**config.mk**
```make
export PLATFORM = sky130hd
export DESIGN_NAME = app_pin_port
export DESIGN_NICKNAME = d
export VERILOG_FILES = /design/src/design/app_pin_port.v /design/src/design/app_sync2.v
export VERILOG_INCLUDE_DIRS = /design/src /design/src/design
export SDC_FILE = /design/constraint.sdc
export NUM_CORES = 1
export LEC_CHECK = 0
export BUFFER_PORTS_ARGS = -buffer_cell sky130_fd_sc_hd__buf_2
export CORE_MARGIN = 2
export CORE_UTILIZATION = 31
export CTS_CLUSTER_SIZE = 20
export DETAILED_ROUTE_END_ITERATION = 12
export GPL_TIMING_DRIVEN = 0
export HOLD_SLACK_MARGIN = 0.05
export SLEW_MARGIN = 15
export SYNTH_ARGS = -nofsm -noshare
export SYNTH_HDL_FRONTEND = slang
export SYNTH_SLANG_ARGS = --single-unit
```
**constraint.sdc**
```tcl
create_clock -name aclk -period 4.1 [get_ports aclk]
set_clock_uncertainty 0.2 [all_clocks]
set_input_delay 0.615 -clock aclk [delete_from_list [all_inputs] [get_ports aclk]]
set_output_delay 0.615 -clock aclk [all_outputs]
set_load 0.02 [all_outputs]
```
**src/design/app_regs.vh**
```
// register map, field positions, reset values and mode codes of the aux pin port
// assumes 32-bit axi4-lite data with one aligned word per register
`ifndef APP_REGS_VH
`define APP_REGS_VH

// register byte addresses
`define APP_ADDR_DIR    8'h00
`define APP_ADDR_RDBK   8'h04
`define APP_ADDR_DRV    8'h08
`define APP_ADDR_DTYPE  8'h0c
`define APP_ADDR_ALT    8'h10
`define APP_ADDR_IFLAG  8'h14
`define APP_ADDR_IMASK  8'h18
`define APP_ADDR_STAT   8'h1c

// reset values
`define APP_RST_DIR     8'hff
`define APP_RST_DRV     8'h00
`define APP_RST_DTYPE   8'h00
`define APP_RST_ALT     6'h00
`define APP_RST_IMASK   2'h3

// pin_altfunc_reg fields
`define APP_ALT_FBS     0
`define APP_ALT_A4      1
`define APP_ALT_A5      2
`define APP_ALT_A7      3
`define APP_ALT_EL6     4
`define APP_ALT_EL7     5
`define APP_ALT_W       6

// status register fields
`define APP_STAT_CH_LSB   0
`define APP_STAT_MODE_LSB 4

// operating mode codes on op_mode
`define APP_MODE_TE     3'h0
`define APP_MODE_LTT    3'h1
`define APP_MODE_LTS    3'h2
`define APP_MODE_NT     3'h3
`define APP_MODE_INT    3'h4

// special pin indices
`define APP_PIN_MULTIFRAME_BIT_PIN    4
`define APP_PIN_FB      5
`define APP_PIN_IRQA    6
`define APP_PIN_IRQB    7

// axi responses
`define APP_RESP_OKAY   2'h0
`define APP_RESP_SLVERR 2'h2

`endif

```
**src/design/app_pin_port.v**
```verilog
// aux pin port: eight pins, 0-2 and 4 mode-dependent, with gpio, irq inputs and alternate
// functions, registers reached over axi4-lite
// assumes frame_sync, bit clock, stop/go and m-bit come from aclk-domain logic
`timescale 1ns/1ps
`include "app_regs.vh"

// Summary of operation
// all pins are inputs after reset
// pins 0-2 become channel select in linecard modes
// direction 1 is input, sampled on readback read
// direction 0 drives drive register bit out
// drive type 0 open drain, 1 push-pull
// readback shows real pin level for outputs too
// pin 5 alternate select gives derived clock
// clock select picks frame sync or bit clock
// pins 6,7 gpio plus irq, masked after reset
// input pins 6,7 set flags, mask suppresses forwarding
// per-pin edge or level trigger selection
// pins 6,7 pull-up off only when push-pull output
// pin 7 alternate select outputs stop/go bit
// pin 4 alternate select carries multiframe bit
// m-bit direction follows operating mode
// strapped pins give channel 0 to 7
// board limits channels by data clock rate
// channel number offsets the highway timeslot
// pin inputs synchronised before any use
module app_pin_port #(
  parameter ADDR_W = 8
) (
  // clock, reset, enable
  input  wire              aclk,
  input  wire              aresetn,
  input  wire              ce,
  // axi4-lite write address and data
  input  wire [ADDR_W-1:0] s_axi_awaddr,
  input  wire              s_axi_awvalid,
  output reg               s_axi_awready,
  input  wire [31:0]       s_axi_wdata,
  input  wire [3:0]        s_axi_wstrb,
  input  wire              s_axi_wvalid,
  output reg               s_axi_wready,
  // axi4-lite write response
  output reg  [1:0]        s_axi_bresp,
  output reg               s_axi_bvalid,
  input  wire              s_axi_bready,
  // axi4-lite read
  input  wire [ADDR_W-1:0] s_axi_araddr,
  input  wire              s_axi_arvalid,
  output reg               s_axi_arready,
  output reg  [31:0]       s_axi_rdata,
  output reg  [1:0]        s_axi_rresp,
  output reg               s_axi_rvalid,
  input  wire              s_axi_rready,
  // operating mode from the mode straps
  input  wire [2:0]        op_mode,
  // highway timing and bits, aclk domain
  input  wire              frame_sync,
  input  wire              highway_bit_clock,
  input  wire              stop_go_bit,
  input  wire              multiframe_bit_pin_tx,
  input  wire [4:0]        ts_base,
  output reg               multiframe_bit_pin_rx_ff,
  output reg  [2:0]        chan_sel_ff,
  output reg  [4:0]        ts_sel_ff,
  // aux pins, three signals each
  input  wire [7:0]        pin_in,
  output reg  [7:0]        pin_out_ff,
  output reg  [7:0]        pin_oe_ff,
  output reg  [1:0]        pullup_en_ff,
  // forwarded pin interrupt
  output reg               irq_out_ff
);

  // linecard modes turn pins 0-2 into channel straps
  function is_linecard;
    input [2:0] m;
    begin
      is_linecard = (m == `APP_MODE_LTT) || (m == `APP_MODE_LTS) ||
                    (m == `APP_MODE_NT);
    end
  endfunction

  // m-bit leaves the device only in terminal and trunk modes
  function multiframe_bit_pin_out_mode;
    input [2:0] m;
    begin
      multiframe_bit_pin_out_mode = (m == `APP_MODE_TE) || (m == `APP_MODE_LTT);
    end
  endfunction

  // register file
  reg  [7:0]              pin_direction_reg_ff;
  reg  [7:0]              pin_drive_reg_ff;
  reg  [7:0]              pin_drive_type_reg_ff;
  reg  [`APP_ALT_W-1:0]   pin_altfunc_reg_ff;
  reg  [1:0]              pin_irq_flag_reg_ff;
  reg  [1:0]              pin_irq_mask_reg_ff;

  // write channel holding state
  reg                     aw_have_ff;
  reg  [ADDR_W-1:0]       awaddr_ff;
  reg                     w_have_ff;
  reg  [7:0]              wdata_ff;
  reg                     wstrb0_ff;

  // irq edge history
  reg  [1:0]              irq_prev_ff;

  wire [7:0]              pin_sync;
  wire                    do_wr;
  wire                    wr_ok;
  wire [7:0]              wr_addr;
  wire [7:0]              rd_addr;
  wire                    linecard;
  wire                    multiframe_bit_pin_out;
  wire                    sel_fbs;
  wire                    sel_a4;
  wire                    sel_a5;
  wire                    sel_a7;
  wire [1:0]              trig_level;
  wire [1:0]              irq_in_en;
  wire [1:0]              irq_cur;
  wire [1:0]              irq_set;
  wire [1:0]              irq_clr;
  wire [1:0]              nxt_irq_flag;
  wire [7:0]              nxt_pin_out;
  wire [7:0]              nxt_pin_oe;
  wire [1:0]              nxt_pullup;
  reg  [31:0]             nxt_rdata;
  reg  [1:0]              nxt_rresp;

  // metastable levels never reach readback or irq logic
  app_sync2 #(
    .WIDTH (8)
  ) u_sync (
    .aclk    (aclk),
    .aresetn (aresetn),
    .ce      (ce),
    .d       (pin_in),
    .q       (pin_sync)
  );

  assign linecard   = is_linecard(op_mode);
  assign multiframe_bit_pin_out   = multiframe_bit_pin_out_mode(op_mode);
  assign sel_fbs    = pin_altfunc_reg_ff[`APP_ALT_FBS];
  assign sel_a4     = pin_altfunc_reg_ff[`APP_ALT_A4];
  assign sel_a5     = pin_altfunc_reg_ff[`APP_ALT_A5];
  assign sel_a7     = pin_altfunc_reg_ff[`APP_ALT_A7];
  assign trig_level = {pin_altfunc_reg_ff[`APP_ALT_EL7],
                       pin_altfunc_reg_ff[`APP_ALT_EL6]};

  // write fires once address and data are both held and no response waits
  assign do_wr   = aw_have_ff & w_have_ff & ~s_axi_bvalid;
  assign wr_addr = awaddr_ff[7:0];
  assign rd_addr = s_axi_araddr[7:0];
  assign wr_ok   = (wr_addr == `APP_ADDR_DIR) || (wr_addr == `APP_ADDR_RDBK) ||
                   (wr_addr == `APP_ADDR_DRV) || (wr_addr == `APP_ADDR_DTYPE) ||
                   (wr_addr == `APP_ADDR_ALT) || (wr_addr == `APP_ADDR_IFLAG) ||
                   (wr_addr == `APP_ADDR_IMASK) || (wr_addr == `APP_ADDR_STAT);

  // axi write address and data channels, taken in either order
  always @(posedge aclk) begin
    if (!aresetn) begin
      s_axi_awready <= 1'b1;
      s_axi_wready  <= 1'b1;
      aw_have_ff    <= 1'b0;
      w_have_ff     <= 1'b0;
      awaddr_ff     <= {ADDR_W{1'b0}};
      wdata_ff      <= 8'h00;
      wstrb0_ff     <= 1'b0;
    end else if (ce) begin
      if (s_axi_awvalid && s_axi_awready) begin
        aw_have_ff    <= 1'b1;
        awaddr_ff     <= s_axi_awaddr;
        s_axi_awready <= 1'b0;
      end else if (s_axi_bvalid && s_axi_bready) begin
        s_axi_awready <= 1'b1;
      end
      if (s_axi_wvalid && s_axi_wready) begin
        w_have_ff    <= 1'b1;
        wdata_ff     <= s_axi_wdata[7:0];
        wstrb0_ff    <= s_axi_wstrb[0];
        s_axi_wready <= 1'b0;
      end else if (s_axi_bvalid && s_axi_bready) begin
        s_axi_wready <= 1'b1;
      end
      if (do_wr) begin
        aw_have_ff <= 1'b0;
        w_have_ff  <= 1'b0;
      end
    end
  end

  // write response; unmapped addresses answer slverr
  always @(posedge aclk) begin
    if (!aresetn) begin
      s_axi_bvalid <= 1'b0;
      s_axi_bresp  <= `APP_RESP_OKAY;
    end else if (ce) begin
      if (do_wr) begin
        s_axi_bvalid <= 1'b1;
        s_axi_bresp  <= wr_ok ? `APP_RESP_OKAY : `APP_RESP_SLVERR;
      end else if (s_axi_bready) begin
        s_axi_bvalid <= 1'b0;
      end
    end
  end

  // software-written configuration; readback and status ignore writes
  always @(posedge aclk) begin
    if (!aresetn) begin
      pin_direction_reg_ff  <= `APP_RST_DIR;
      pin_drive_reg_ff      <= `APP_RST_DRV;
      pin_drive_type_reg_ff <= `APP_RST_DTYPE;
      pin_altfunc_reg_ff    <= `APP_RST_ALT;
      pin_irq_mask_reg_ff   <= `APP_RST_IMASK;
    end else if (ce && do_wr && wstrb0_ff) begin
      case (wr_addr)
        `APP_ADDR_DIR:   pin_direction_reg_ff  <= wdata_ff;
        `APP_ADDR_DRV:   pin_drive_reg_ff      <= wdata_ff;
        `APP_ADDR_DTYPE: pin_drive_type_reg_ff <= wdata_ff;
        `APP_ADDR_ALT:   pin_altfunc_reg_ff    <= wdata_ff[`APP_ALT_W-1:0];
        `APP_ADDR_IMASK: pin_irq_mask_reg_ff   <= wdata_ff[1:0];
        default: begin
        end
      endcase
    end
  end

  // read data mux; readback returns the synced level, two aclk cycles behind the pin
  always @* begin
    nxt_rdata = 32'h0000_0000;
    nxt_rresp = `APP_RESP_OKAY;
    case (rd_addr)
      `APP_ADDR_DIR:   nxt_rdata[7:0] = pin_direction_reg_ff;
      `APP_ADDR_RDBK:  nxt_rdata[7:0] = pin_sync;
      `APP_ADDR_DRV:   nxt_rdata[7:0] = pin_drive_reg_ff;
      `APP_ADDR_DTYPE: nxt_rdata[7:0] = pin_drive_type_reg_ff;
      `APP_ADDR_ALT:   nxt_rdata[`APP_ALT_W-1:0] = pin_altfunc_reg_ff;
      `APP_ADDR_IFLAG: nxt_rdata[1:0] = pin_irq_flag_reg_ff;
      `APP_ADDR_IMASK: nxt_rdata[1:0] = pin_irq_mask_reg_ff;
      `APP_ADDR_STAT: begin
        nxt_rdata[`APP_STAT_CH_LSB +: 3]   = chan_sel_ff;
        nxt_rdata[`APP_STAT_MODE_LSB +: 3] = op_mode;
      end
      default: nxt_rresp = `APP_RESP_SLVERR;
    endcase
  end

  // read channel; one read in flight, arready drops until rdata is taken
  always @(posedge aclk) begin
    if (!aresetn) begin
      s_axi_arready <= 1'b1;
      s_axi_rvalid  <= 1'b0;
      s_axi_rdata   <= 32'h0000_0000;
      s_axi_rresp   <= `APP_RESP_OKAY;
    end else if (ce) begin
      if (s_axi_arvalid && s_axi_arready) begin
        s_axi_arready <= 1'b0;
        s_axi_rvalid  <= 1'b1;
        s_axi_rdata   <= nxt_rdata;
        s_axi_rresp   <= nxt_rresp;
      end else if (s_axi_rvalid && s_axi_rready) begin
        s_axi_rvalid  <= 1'b0;
        s_axi_arready <= 1'b1;
      end
    end
  end

  // irq inputs: only while the pin is a plain input
  assign irq_in_en[0] = pin_direction_reg_ff[`APP_PIN_IRQA];
  assign irq_in_en[1] = pin_direction_reg_ff[`APP_PIN_IRQB] & ~sel_a7;
  assign irq_cur      = {pin_sync[`APP_PIN_IRQB], pin_sync[`APP_PIN_IRQA]};

  // level trigger is active low, edge trigger is the falling edge,
  // matching the pulled-up open-collector sources usually hung here
  assign irq_set = irq_in_en & ((trig_level & ~irq_cur) |
                               (~trig_level & irq_prev_ff & ~irq_cur));

  // write one to clear; a set in the same cycle wins
  assign irq_clr      = (do_wr && wstrb0_ff && wr_addr == `APP_ADDR_IFLAG) ?
                        wdata_ff[1:0] : 2'b00;
  assign nxt_irq_flag = (pin_irq_flag_reg_ff & ~irq_clr) | irq_set;

  // flag storage, edge history and masked forwarding
  always @(posedge aclk) begin
    if (!aresetn) begin
      pin_irq_flag_reg_ff <= 2'b00;
      irq_prev_ff         <= 2'b11;
      irq_out_ff          <= 1'b0;
    end else if (ce) begin
      pin_irq_flag_reg_ff <= nxt_irq_flag;
      irq_prev_ff         <= irq_cur;
      irq_out_ff          <= |(nxt_irq_flag & ~pin_irq_mask_reg_ff);
    end
  end

  // per-pin drive: gpio first, then mode and alternate overrides
  genvar p;
  generate
    for (p = 0; p < 8; p = p + 1) begin : g_pin
      wire gp_out;
      wire gp_oe;
      wire is_out;
      // open drain only pulls low; push-pull drives both levels
      assign is_out = ~pin_direction_reg_ff[p];
      assign gp_out = pin_drive_type_reg_ff[p] ? pin_drive_reg_ff[p] : 1'b0;
      assign gp_oe  = is_out & (pin_drive_type_reg_ff[p] |
                                ~pin_drive_reg_ff[p]);
      if (p < 3) begin : g_chan
        assign nxt_pin_out[p] = gp_out;
        assign nxt_pin_oe[p]  = gp_oe & ~linecard;
      end else if (p == `APP_PIN_MULTIFRAME_BIT_PIN) begin : g_multiframe_bit_pin
        assign nxt_pin_out[p] = sel_a4 ? multiframe_bit_pin_tx : gp_out;
        assign nxt_pin_oe[p]  = sel_a4 ? multiframe_bit_pin_out : gp_oe;
      end else if (p == `APP_PIN_FB) begin : g_fb
        assign nxt_pin_out[p] = ~sel_a5 ? gp_out :
                                sel_fbs ? highway_bit_clock : frame_sync;
        assign nxt_pin_oe[p]  = sel_a5 | gp_oe;
      end else if (p == `APP_PIN_IRQB) begin : g_sg
        assign nxt_pin_out[p] = sel_a7 ? stop_go_bit : gp_out;
        assign nxt_pin_oe[p]  = sel_a7 | gp_oe;
      end else begin : g_plain
        assign nxt_pin_out[p] = gp_out;
        assign nxt_pin_oe[p]  = gp_oe;
      end
    end
  endgenerate

  // pull-ups stay on for input and open drain, off for push-pull drive
  assign nxt_pullup[0] = pin_direction_reg_ff[`APP_PIN_IRQA] |
                         ~pin_drive_type_reg_ff[`APP_PIN_IRQA];
  assign nxt_pullup[1] = ~sel_a7 & (pin_direction_reg_ff[`APP_PIN_IRQB] |
                         ~pin_drive_type_reg_ff[`APP_PIN_IRQB]);

  // registered pin drive; one cycle after the config registers change
  always @(posedge aclk) begin
    if (!aresetn) begin
      pin_out_ff   <= 8'h00;
      pin_oe_ff    <= 8'h00;
      pullup_en_ff <= 2'b11;
    end else if (ce) begin
      pin_out_ff   <= nxt_pin_out;
      pin_oe_ff    <= nxt_pin_oe;
      pullup_en_ff <= nxt_pullup;
    end
  end

  // channel straps follow the synced pins in linecard modes; the board
  // must keep them inside the range its data clock supports
  always @(posedge aclk) begin
    if (!aresetn) begin
      chan_sel_ff <= 3'h0;
      ts_sel_ff   <= 5'h00;
      multiframe_bit_pin_rx_ff  <= 1'b0;
    end else if (ce) begin
      if (linecard) begin
        chan_sel_ff <= pin_sync[2:0];
      end else begin
        chan_sel_ff <= 3'h0;
      end
      ts_sel_ff  <= ts_base + {2'b00, chan_sel_ff};
      multiframe_bit_pin_rx_ff <= sel_a4 & ~multiframe_bit_pin_out & pin_sync[`APP_PIN_MULTIFRAME_BIT_PIN];
    end
  end

endmodule // app_pin_port

```
**src/design/app_sync2.v**
```verilog
// two-stage synchroniser for the asynchronous aux pin levels
// assumes the pins are unrelated to aclk; only stage two is read outside
`timescale 1ns/1ps

module app_sync2 #(
  parameter WIDTH = 8
) (
  // clock, reset, enable
  input  wire             aclk,
  input  wire             aresetn,
  input  wire             ce,
  // async levels in, synced levels out
  input  wire [WIDTH-1:0] d,
  output wire [WIDTH-1:0] q
);

  genvar i;

  // one flop pair per bit; stage one feeds stage two only
  generate
    for (i = 0; i < WIDTH; i = i + 1) begin : g_bit
      reg meta_ff;
      reg sync_ff;
      always @(posedge aclk) begin
        if (!aresetn) begin
          meta_ff <= 1'b1;
          sync_ff <= 1'b1;
        end else if (ce) begin
          meta_ff <= d[i];
          sync_ff <= meta_ff;
        end
      end
      assign q[i] = sync_ff;
    end
  endgenerate

endmodule // app_sync2

```
==> impl_results.md, run 1 <==
* Startpoint Class: register
* Post-Layout Cell Count at 938
* Period utilization at 0.580
* Final Critical Period at between 2 and 2.5 ns
* # diodes at 0
* Clock Power Share at 0.528
* CTS max path bufs at 2
* Post-synth EDFFs at 0
* Worst-Margin Slew at slightly above 0.9 ns
* Port Buffer Count at 91
* Total GRT Usage at 0.179
* Flop pwr share at 0.384
* CTS Buf Count at 17
* FP Rows at 46
* Synth Area per Inst at ~8.9 um^2
* Grt total ovfl at 0
* Sw Share at 0.232
* Initial antenna violation count at 0
* Maxcap violations at 0
* Via count at 4482
* Fillers at about 1700
* Final setup violating endpoints at 0
* Pin count of the biggest net entering global routing at 17
* Largest area contributor in the netlist: dfxtp_1
* Wirelength per Cell at about 16 um
* Run status: completed
* WP data required at 4.18 ns
* Worst-path cell with the longest stage delay: nor4_4
* Core area at approximately 16000 um^2
* Die width at ~130 um
* Sequential cell area fraction in the yosys report at 0.449
* Vias in the first global route at ~4200
* Crit path max fanout at 8
* Area of the mapped netlist at 5090 um^2
* P&R area growth vs syn at 28.8%
* Internal power at roughly 0.0023 W
* Initial Utilization at 0.319
* NetSw at 0.000708 W
* Vias per inst at about 4.8
* Detailed Place HPWL at ~11000 um
* Full die area at about 17000 um^2
* Worst hold-check path type: in -> reg
* Pwr dens at 467 nW/um^2
* Fmax at around 0.42 GHz
* Commonest non-fill, non-tap cell in the layout: dfxtp_1
* Cell count after synthesis at between 500 and 600
* CTS tree: yes
* Num ports at 149
* Post-Route Setup TNS at 0 ns
* Cell count after placement at 906
* Detail Route Antenna Nets at 0
* Sink Count at approximately 110
* Worst setup margin at 1.72 ns
* Util after Layout at 0.411
* Routability cong. at 0.849
* Max VDD drop at about 0.34 mV
* Commonest non-fill, non-tap cells in the layout: 114 x dfxtp_1, 93 x buf_2, 87 x nand2_1, 57 x mux2i_1, 52 x nor2_1
* Fraction of registers with async set/reset at 0
* Place WS at approximately 1.4 ns
* Final wirelength at about 15000 um
* CTS resizes at 0
* Flip-flop and latch count after synthesis at between 100 and 150
* Initial DRT Pass Iterations at 5
* Worst-path clk slew at approximately 0.06 ns
* Share of layout cells above drive strength 1 at 0.230
* H-tree depth at 4
* Headroom to the max-slew limit at 0.379
* Die Ht at between 100 and 150 um
* First-pass GRT wire length at 23800 um
* DRC errors left at 0
* Crit path cell chain: or4b_4, nor4_4, mux2i_1, nor2_1
* YS warnings at 0
* Crit path kind: reg -> reg
* Worst-Skew Late Latency at 0.42 ns
* Most used DFF post-synth: dfxtp_1
* RSZ-0062 raised after global routing: false
* Most area-consuming cells after synthesis: dfxtp_1 45%, mux2i_1 11%, nand2_1 6.4%
* Setup bufs post-CTS at 0
* Total Nets Final at 793
* Total power at slightly above 0.003 W
* Setup crit end kind: register
* Worst Path Arrival at ~2.5 ns
* Cts hold-fix bufs at 0
* LEAKAGE at ~2.8 nW
* Clk root buf: clkbuf_16
* Initial drt markers at roughly 290
* Logic pwr share at 0.089
* Fin. Hold Viols at 0
* Critical path's largest stage delay at 0.77 ns
* Fraction of post-synthesis cell area in the top cell type by area at 0.449
* Netlist cell types at 56
* Fin. max-slew vios at 0
layout make-up:
type	count	area, um^2	share of cell area
well taps	216	270	0.0413
inverters	15	56.3	0.00860
repair buffers	91	455	0.0695
clock buffers	21	460	0.0703
multi-input cells	409	2510	0.384
plain buffers	61	329	0.0502
clock inverters	11	183	0.0279
flip-flops and latches	114	2280	0.348
layer usage:
layer | track usage | up-vias | wire length (um)
met5 | 0 | - | 0
met4 | 0.0719 | 0 | 364
met3 | 0.0523 | 28 | 1160
met2 | 0.266 | 182 | 6670
met1 | 0.243 | 2046 | 7230
li1 | - | 2226 | -
sequential cells by signal (all words and copies together), names as in the netlist, 2 cells and up:
register,count
pullup_en_ff,2
wdata_ff,8
pin_oe_ff,8
pin_altfunc_reg_ff,6
pin_irq_flag_reg_ff,2
awaddr_ff,8
pin_drive_reg_ff,8
pin_out_ff,8
s_axi_rdata,8
irq_prev_ff,2
u_sync.g_bit.sync_ff,8
chan_sel_ff,3
ts_sel_ff,5
pin_direction_reg_ff,8
pin_drive_type_reg_ff,8
pin_irq_mask_reg_ff,2
u_sync.g_bit.meta_ff,8
cells by family after synthesis:
kind of cell / Yosys count / synth area share
mux: 65 / 0.134
xor+xnor: 3 / 0.00517
flops: 114 / 0.449
fa+ha+maj: 4 / 0.0113
other cells: 1 / 0.000737
buf+inv: 76 / 0.0758
compound gates: 111 / 0.133
simple gates: 200 / 0.191
critical path, delay by kind of cell (launching register included):
kind / cells / cell delay, ns
simple gates: 3 / 1.41
flops: 1 / 0.34
mux: 1 / 0.28
final timing paths:
check	endpoint	start	cells past startpoint	slack [ns]
worst max-delay path	pin_drive_type_reg_ff[6]	awaddr_ff[5]	4	1.72
worst min-delay path	u_sync.g_bit[6].meta_ff	pin_in[6]	3	0.22
worst max register to register	pin_drive_type_reg_ff[6]	awaddr_ff[5]	4	1.72
worst min register to register	pin_oe_ff[1]	pin_oe_ff[1]	2	0.26
cell usage after synthesis (2+ instances only):
master     instances
buf_1              4
or4b_4             2
o211ai_1           4
nor3b_1            2
ha_1               3
a211o_1            3
a211oi_1           6
nand2_1           87
nand3b_1           7
mux4_2             2
buf_4             26
buf_2              2
inv_1             13
clkinv_1           2
and3_1             8
o21ai_0           20
o21a_1             2
nor3_1             5
o31ai_1            2
mux2i_1           57
mux2_2             6
nand3_1           20
a21oi_1           50
nor2_1            52
nor2b_1            2
nor4_4             3
or4_1              4
xnor2_1            2
a31oi_1            7
dfxtp_1          114
o2111ai_1          2
a32o_1             3
clkbuf_1          29
power groups by stage:
stage | Sequential, W | Clock [W] | Combinational (W)
floorplan | 0.00120 | 0 | 0.000164
global placement | 0.00119 | 0 | 0.000269
detailed placement | 0.00120 | 0 | 0.000271
CTS | 0.00117 | 0.00163 | 0.000272
global route | 0.00118 | 0.00169 | 0.000297
finish | 0.00117 | 0.00161 | 0.000271
metrics by stage:
| stage | instance area [um^2] | hold WS (ns) |
|---|---|---|
| 3_5_place_dp | 5910 | 0.253 |
| 5_1_grt | 6550 | 0.219 |
| 3_3_place_gp | 5910 | 0.250 |
| 6_report | 6550 | 0.216 |
| 4_1_cts | 6550 | 0.205 |
| 2_1_floorplan | 5180 | 0.236 |
Note: power is estimated with default switching activity, not from simulation.
==> run 2, diff against run 1 <==
==> constraint.sdc (replaced) <==
create_clock -name aclk -period 2.05 [get_ports aclk]
set_clock_uncertainty 0.2 [all_clocks]
set_input_delay 0.3075 -clock aclk [delete_from_list [all_inputs] [get_ports aclk]]
set_output_delay 0.3075 -clock aclk [all_outputs]
set_load 0.02 [all_outputs]
==> impl_results.md, run 2 (synthesis gave the netlist of run 1 again) <==
* Hold path cells at 4 (was 3)
* Worst-Margin Slew at 0.764 ns (was 0.923 ns)
* Pwr dens at 878 nW/um^2 (was 467 nW/um^2)
* R2r endpoint: pin_direction_reg_ff[6] (was pin_drive_type_reg_ff[6])
* Failing checks: negative setup slack
* Final wirelength at 15800 um (was 15400 um)
* Initial DRT Pass Iterations at 5 (unchanged)
* CTS max path bufs at 2 (unchanged)
* Final setup violating endpoints at 10 (was 0)
* Fmax at 0.479 GHz (was 0.420 GHz)
* H-tree depth at 4 (unchanged)
* Total power at 0.00617 W (was 0.00306 W)
* Initial drt markers at 308 (was 287)
* Sink Count at 114 (unchanged)
* Crit path max fanout at 5 (was 8)
* Total Nets Final at 831 (was 793)
* Post-Route Setup TNS at -0.170 ns (was 0 ns)
* Worst-Skew Late Latency at 0.42 ns (about the same)
* FP Rows at 46 (unchanged)
* Final Critical Period at 2.09 ns (was 2.38 ns)
* Util after Layout at 0.441 (was 0.411)
* Worst Path Arrival at 2.17 ns (was 2.46 ns)
* DRC errors left at 0 (unchanged)
* Port Buffer Count at 91 (unchanged)
* Reg-to-Reg Start: awaddr_ff[2] (was awaddr_ff[5])
* Worst hold-check path type: in -> reg (unchanged)
* LEAKAGE at 2.98 nW (was 2.77 nW)
* Fillers at 1607 (was 1652)
* Reg2Reg Depth at 7 (was 4)
* Vias in the first global route at 4346 (was 4207)
* First-pass GRT wire length at 24400 um (was 23800 um)
* Total GRT Usage at 0.182 (was 0.179)
* Area of the multi-input gates at 2560 um^2 (was 2510 um^2)
* CTS Buf Count at 17 (unchanged)
* WP data required at 2.13 ns (was 4.18 ns)
* CTS tree: yes (unchanged)
* Initial Utilization at 0.319 (unchanged)
* Fin. Hold Viols at 0 (unchanged)
* Max VDD drop at 0.686 mV (was 0.339 mV)
* Share of layout cells above drive strength 1 at 0.242 (was 0.230)
* Min-delay src: op_mode[2] (was pin_in[6])
* Vias per inst at 4.77 (was 4.78)
* Reg area at 2290 um^2 (was 2280 um^2)
* Fin. max-slew vios at 0 (unchanged)
* Initial antenna violation count at 0 (unchanged)
* # diodes at 0 (unchanged)
* Run status: finished with violations (was completed)
* Full die area at 17500 um^2 (unchanged)
* Core area at 15900 um^2 (unchanged)
* Via count at 4651 (was 4482)
* Setup crit end kind: register (unchanged)
* Hold EP: chan_sel_ff[1] (was u_sync.g_bit[6].meta_ff)
* Startpoint Class: register (unchanged)
* Place WS at -0.327 ns (was 1.42 ns)
* Grt total ovfl at 0 (unchanged)
* P&R area growth vs syn at 38.2% (was 28.8%)
* Clk root buf: clkbuf_16 (unchanged)
* Commonest non-fill, non-tap cells in the layout: 110 x dfxtp_1, 92 x buf_2, 87 x nand2_1, 56 x mux2i_1, 52 x nor2_1 (was 114 x dfxtp_1, 93 x buf_2, 87 x nand2_1, 57 x mux2i_1, 52 x nor2_1)
* Num ports at 149 (unchanged)
* Detail Route Antenna Nets at 0 (unchanged)
* RSZ-0062 raised after global routing: true (was false)
* Pin count of the biggest net entering global routing at 17 (unchanged)
* Die width at 132 um (unchanged)
* Routability cong. at 0.849 (unchanged)
* Headroom to the max-slew limit at 0.491 (was 0.379)
* Crit path kind: reg -> reg (unchanged)
* Die Ht at 132 um (unchanged)
* Period utilization at 1.02 (was 0.580)
* Worst-path clk slew at 0.05 ns (was 0.06 ns)
* Wirelength per Cell at 16.2 um (was 16.4 um)
* Worst setup margin at -0.0369 ns (was 1.72 ns)
* Maxcap violations at 0 (unchanged)
* Detailed Place HPWL at 11300 um (unchanged)
* R2R Setup Slk at -0.04 ns (was 1.72 ns)
* Commonest non-fill, non-tap cell in the layout: dfxtp_1 (unchanged)
-- run 2: cell count changes in the layout (fill, tap and decap cells not counted), sizes merged --
| cell | delta |
|---|---|
| dlygate4sd3 | +32 |
| buf | +6 |
-- run 2: layout make-up --
type	count	share of cell area
Multi-Input combinational cell	409	0.364
Buffer	59	0.0455
Sequential cell	114	0.325
Inverter	15	0.00801
Tap cell	216	0.0384
Timing Repair Buffer	131	0.127
Clock inverter	11	0.0260
Clock buffer	21	0.0655
-- run 2: report_power, final --
part / internal, W / leakage, nW / total (W) / switching [W]
registers: 0.00229 / 0.930 / 0.00235 / 0.0000648
logic: 0.000247 / 1.74 / 0.000593 / 0.000346
clock network: 0.00221 / 0.317 / 0.00323 / 0.00102
-- run 2: worst max path at each step --
stage	start	to	slack (ns)
5_1_grt	awaddr_ff[2]	pin_direction_reg_ff[6]	-0.1
3_5_place_dp	ce	pin_drive_type_reg_ff[7]	-0.33
2_1_floorplan	s_axi_bvalid	pin_direction_reg_ff[6]	0.01
3_3_place_gp	ce	pin_drive_type_reg_ff[2]	-0.30
4_1_cts	awaddr_ff[2]	pin_altfunc_reg_ff[4]	-0.02
6_report	awaddr_ff[2]	pin_direction_reg_ff[6]	-0.04
-- run 2: metrics by stage --
stage | hold slack, ns | cell area (um^2) | std cells
6_report | 0.0834 | 7030 | 976
4_1_cts | 0.0712 | 6980 | 973
5_1_grt | 0.116 | 7030 | 976
3_3_place_gp | 0.250 | 5910 | 906
2_1_floorplan | 0.236 | 5180 | 599
3_5_place_dp | 0.253 | 5910 | 906
-- run 2: critical path, cell delays in order, from the launching register on --
cell	delay, ns
dfxtp_2	0.32
or4b_4	0.56
buf_6	0.15
nor4_4	0.16
buf_4	0.17
buf_12	0.12
mux2i_2	0.20
nand2_1	0.06
-- run 2: routing by layer --
layer  routed length [um]  global-route usage  vias up
li1                     -                   -     2303
met5                    0                   0        -
met4                  342              0.0737        0
met1                 7370               0.249     2123
met3                 1090              0.0408       30
met2                 7020               0.279      195
-- run 2: what timing repair did --
action	in CTS	in global routing
pin swaps	4	4
cloned	0	1
gates resized for setup	12	5
hold buffers	32	0
buffers inserted	4	3
hold endpoints to repair	35	0
setup endpoints to repair	35	26
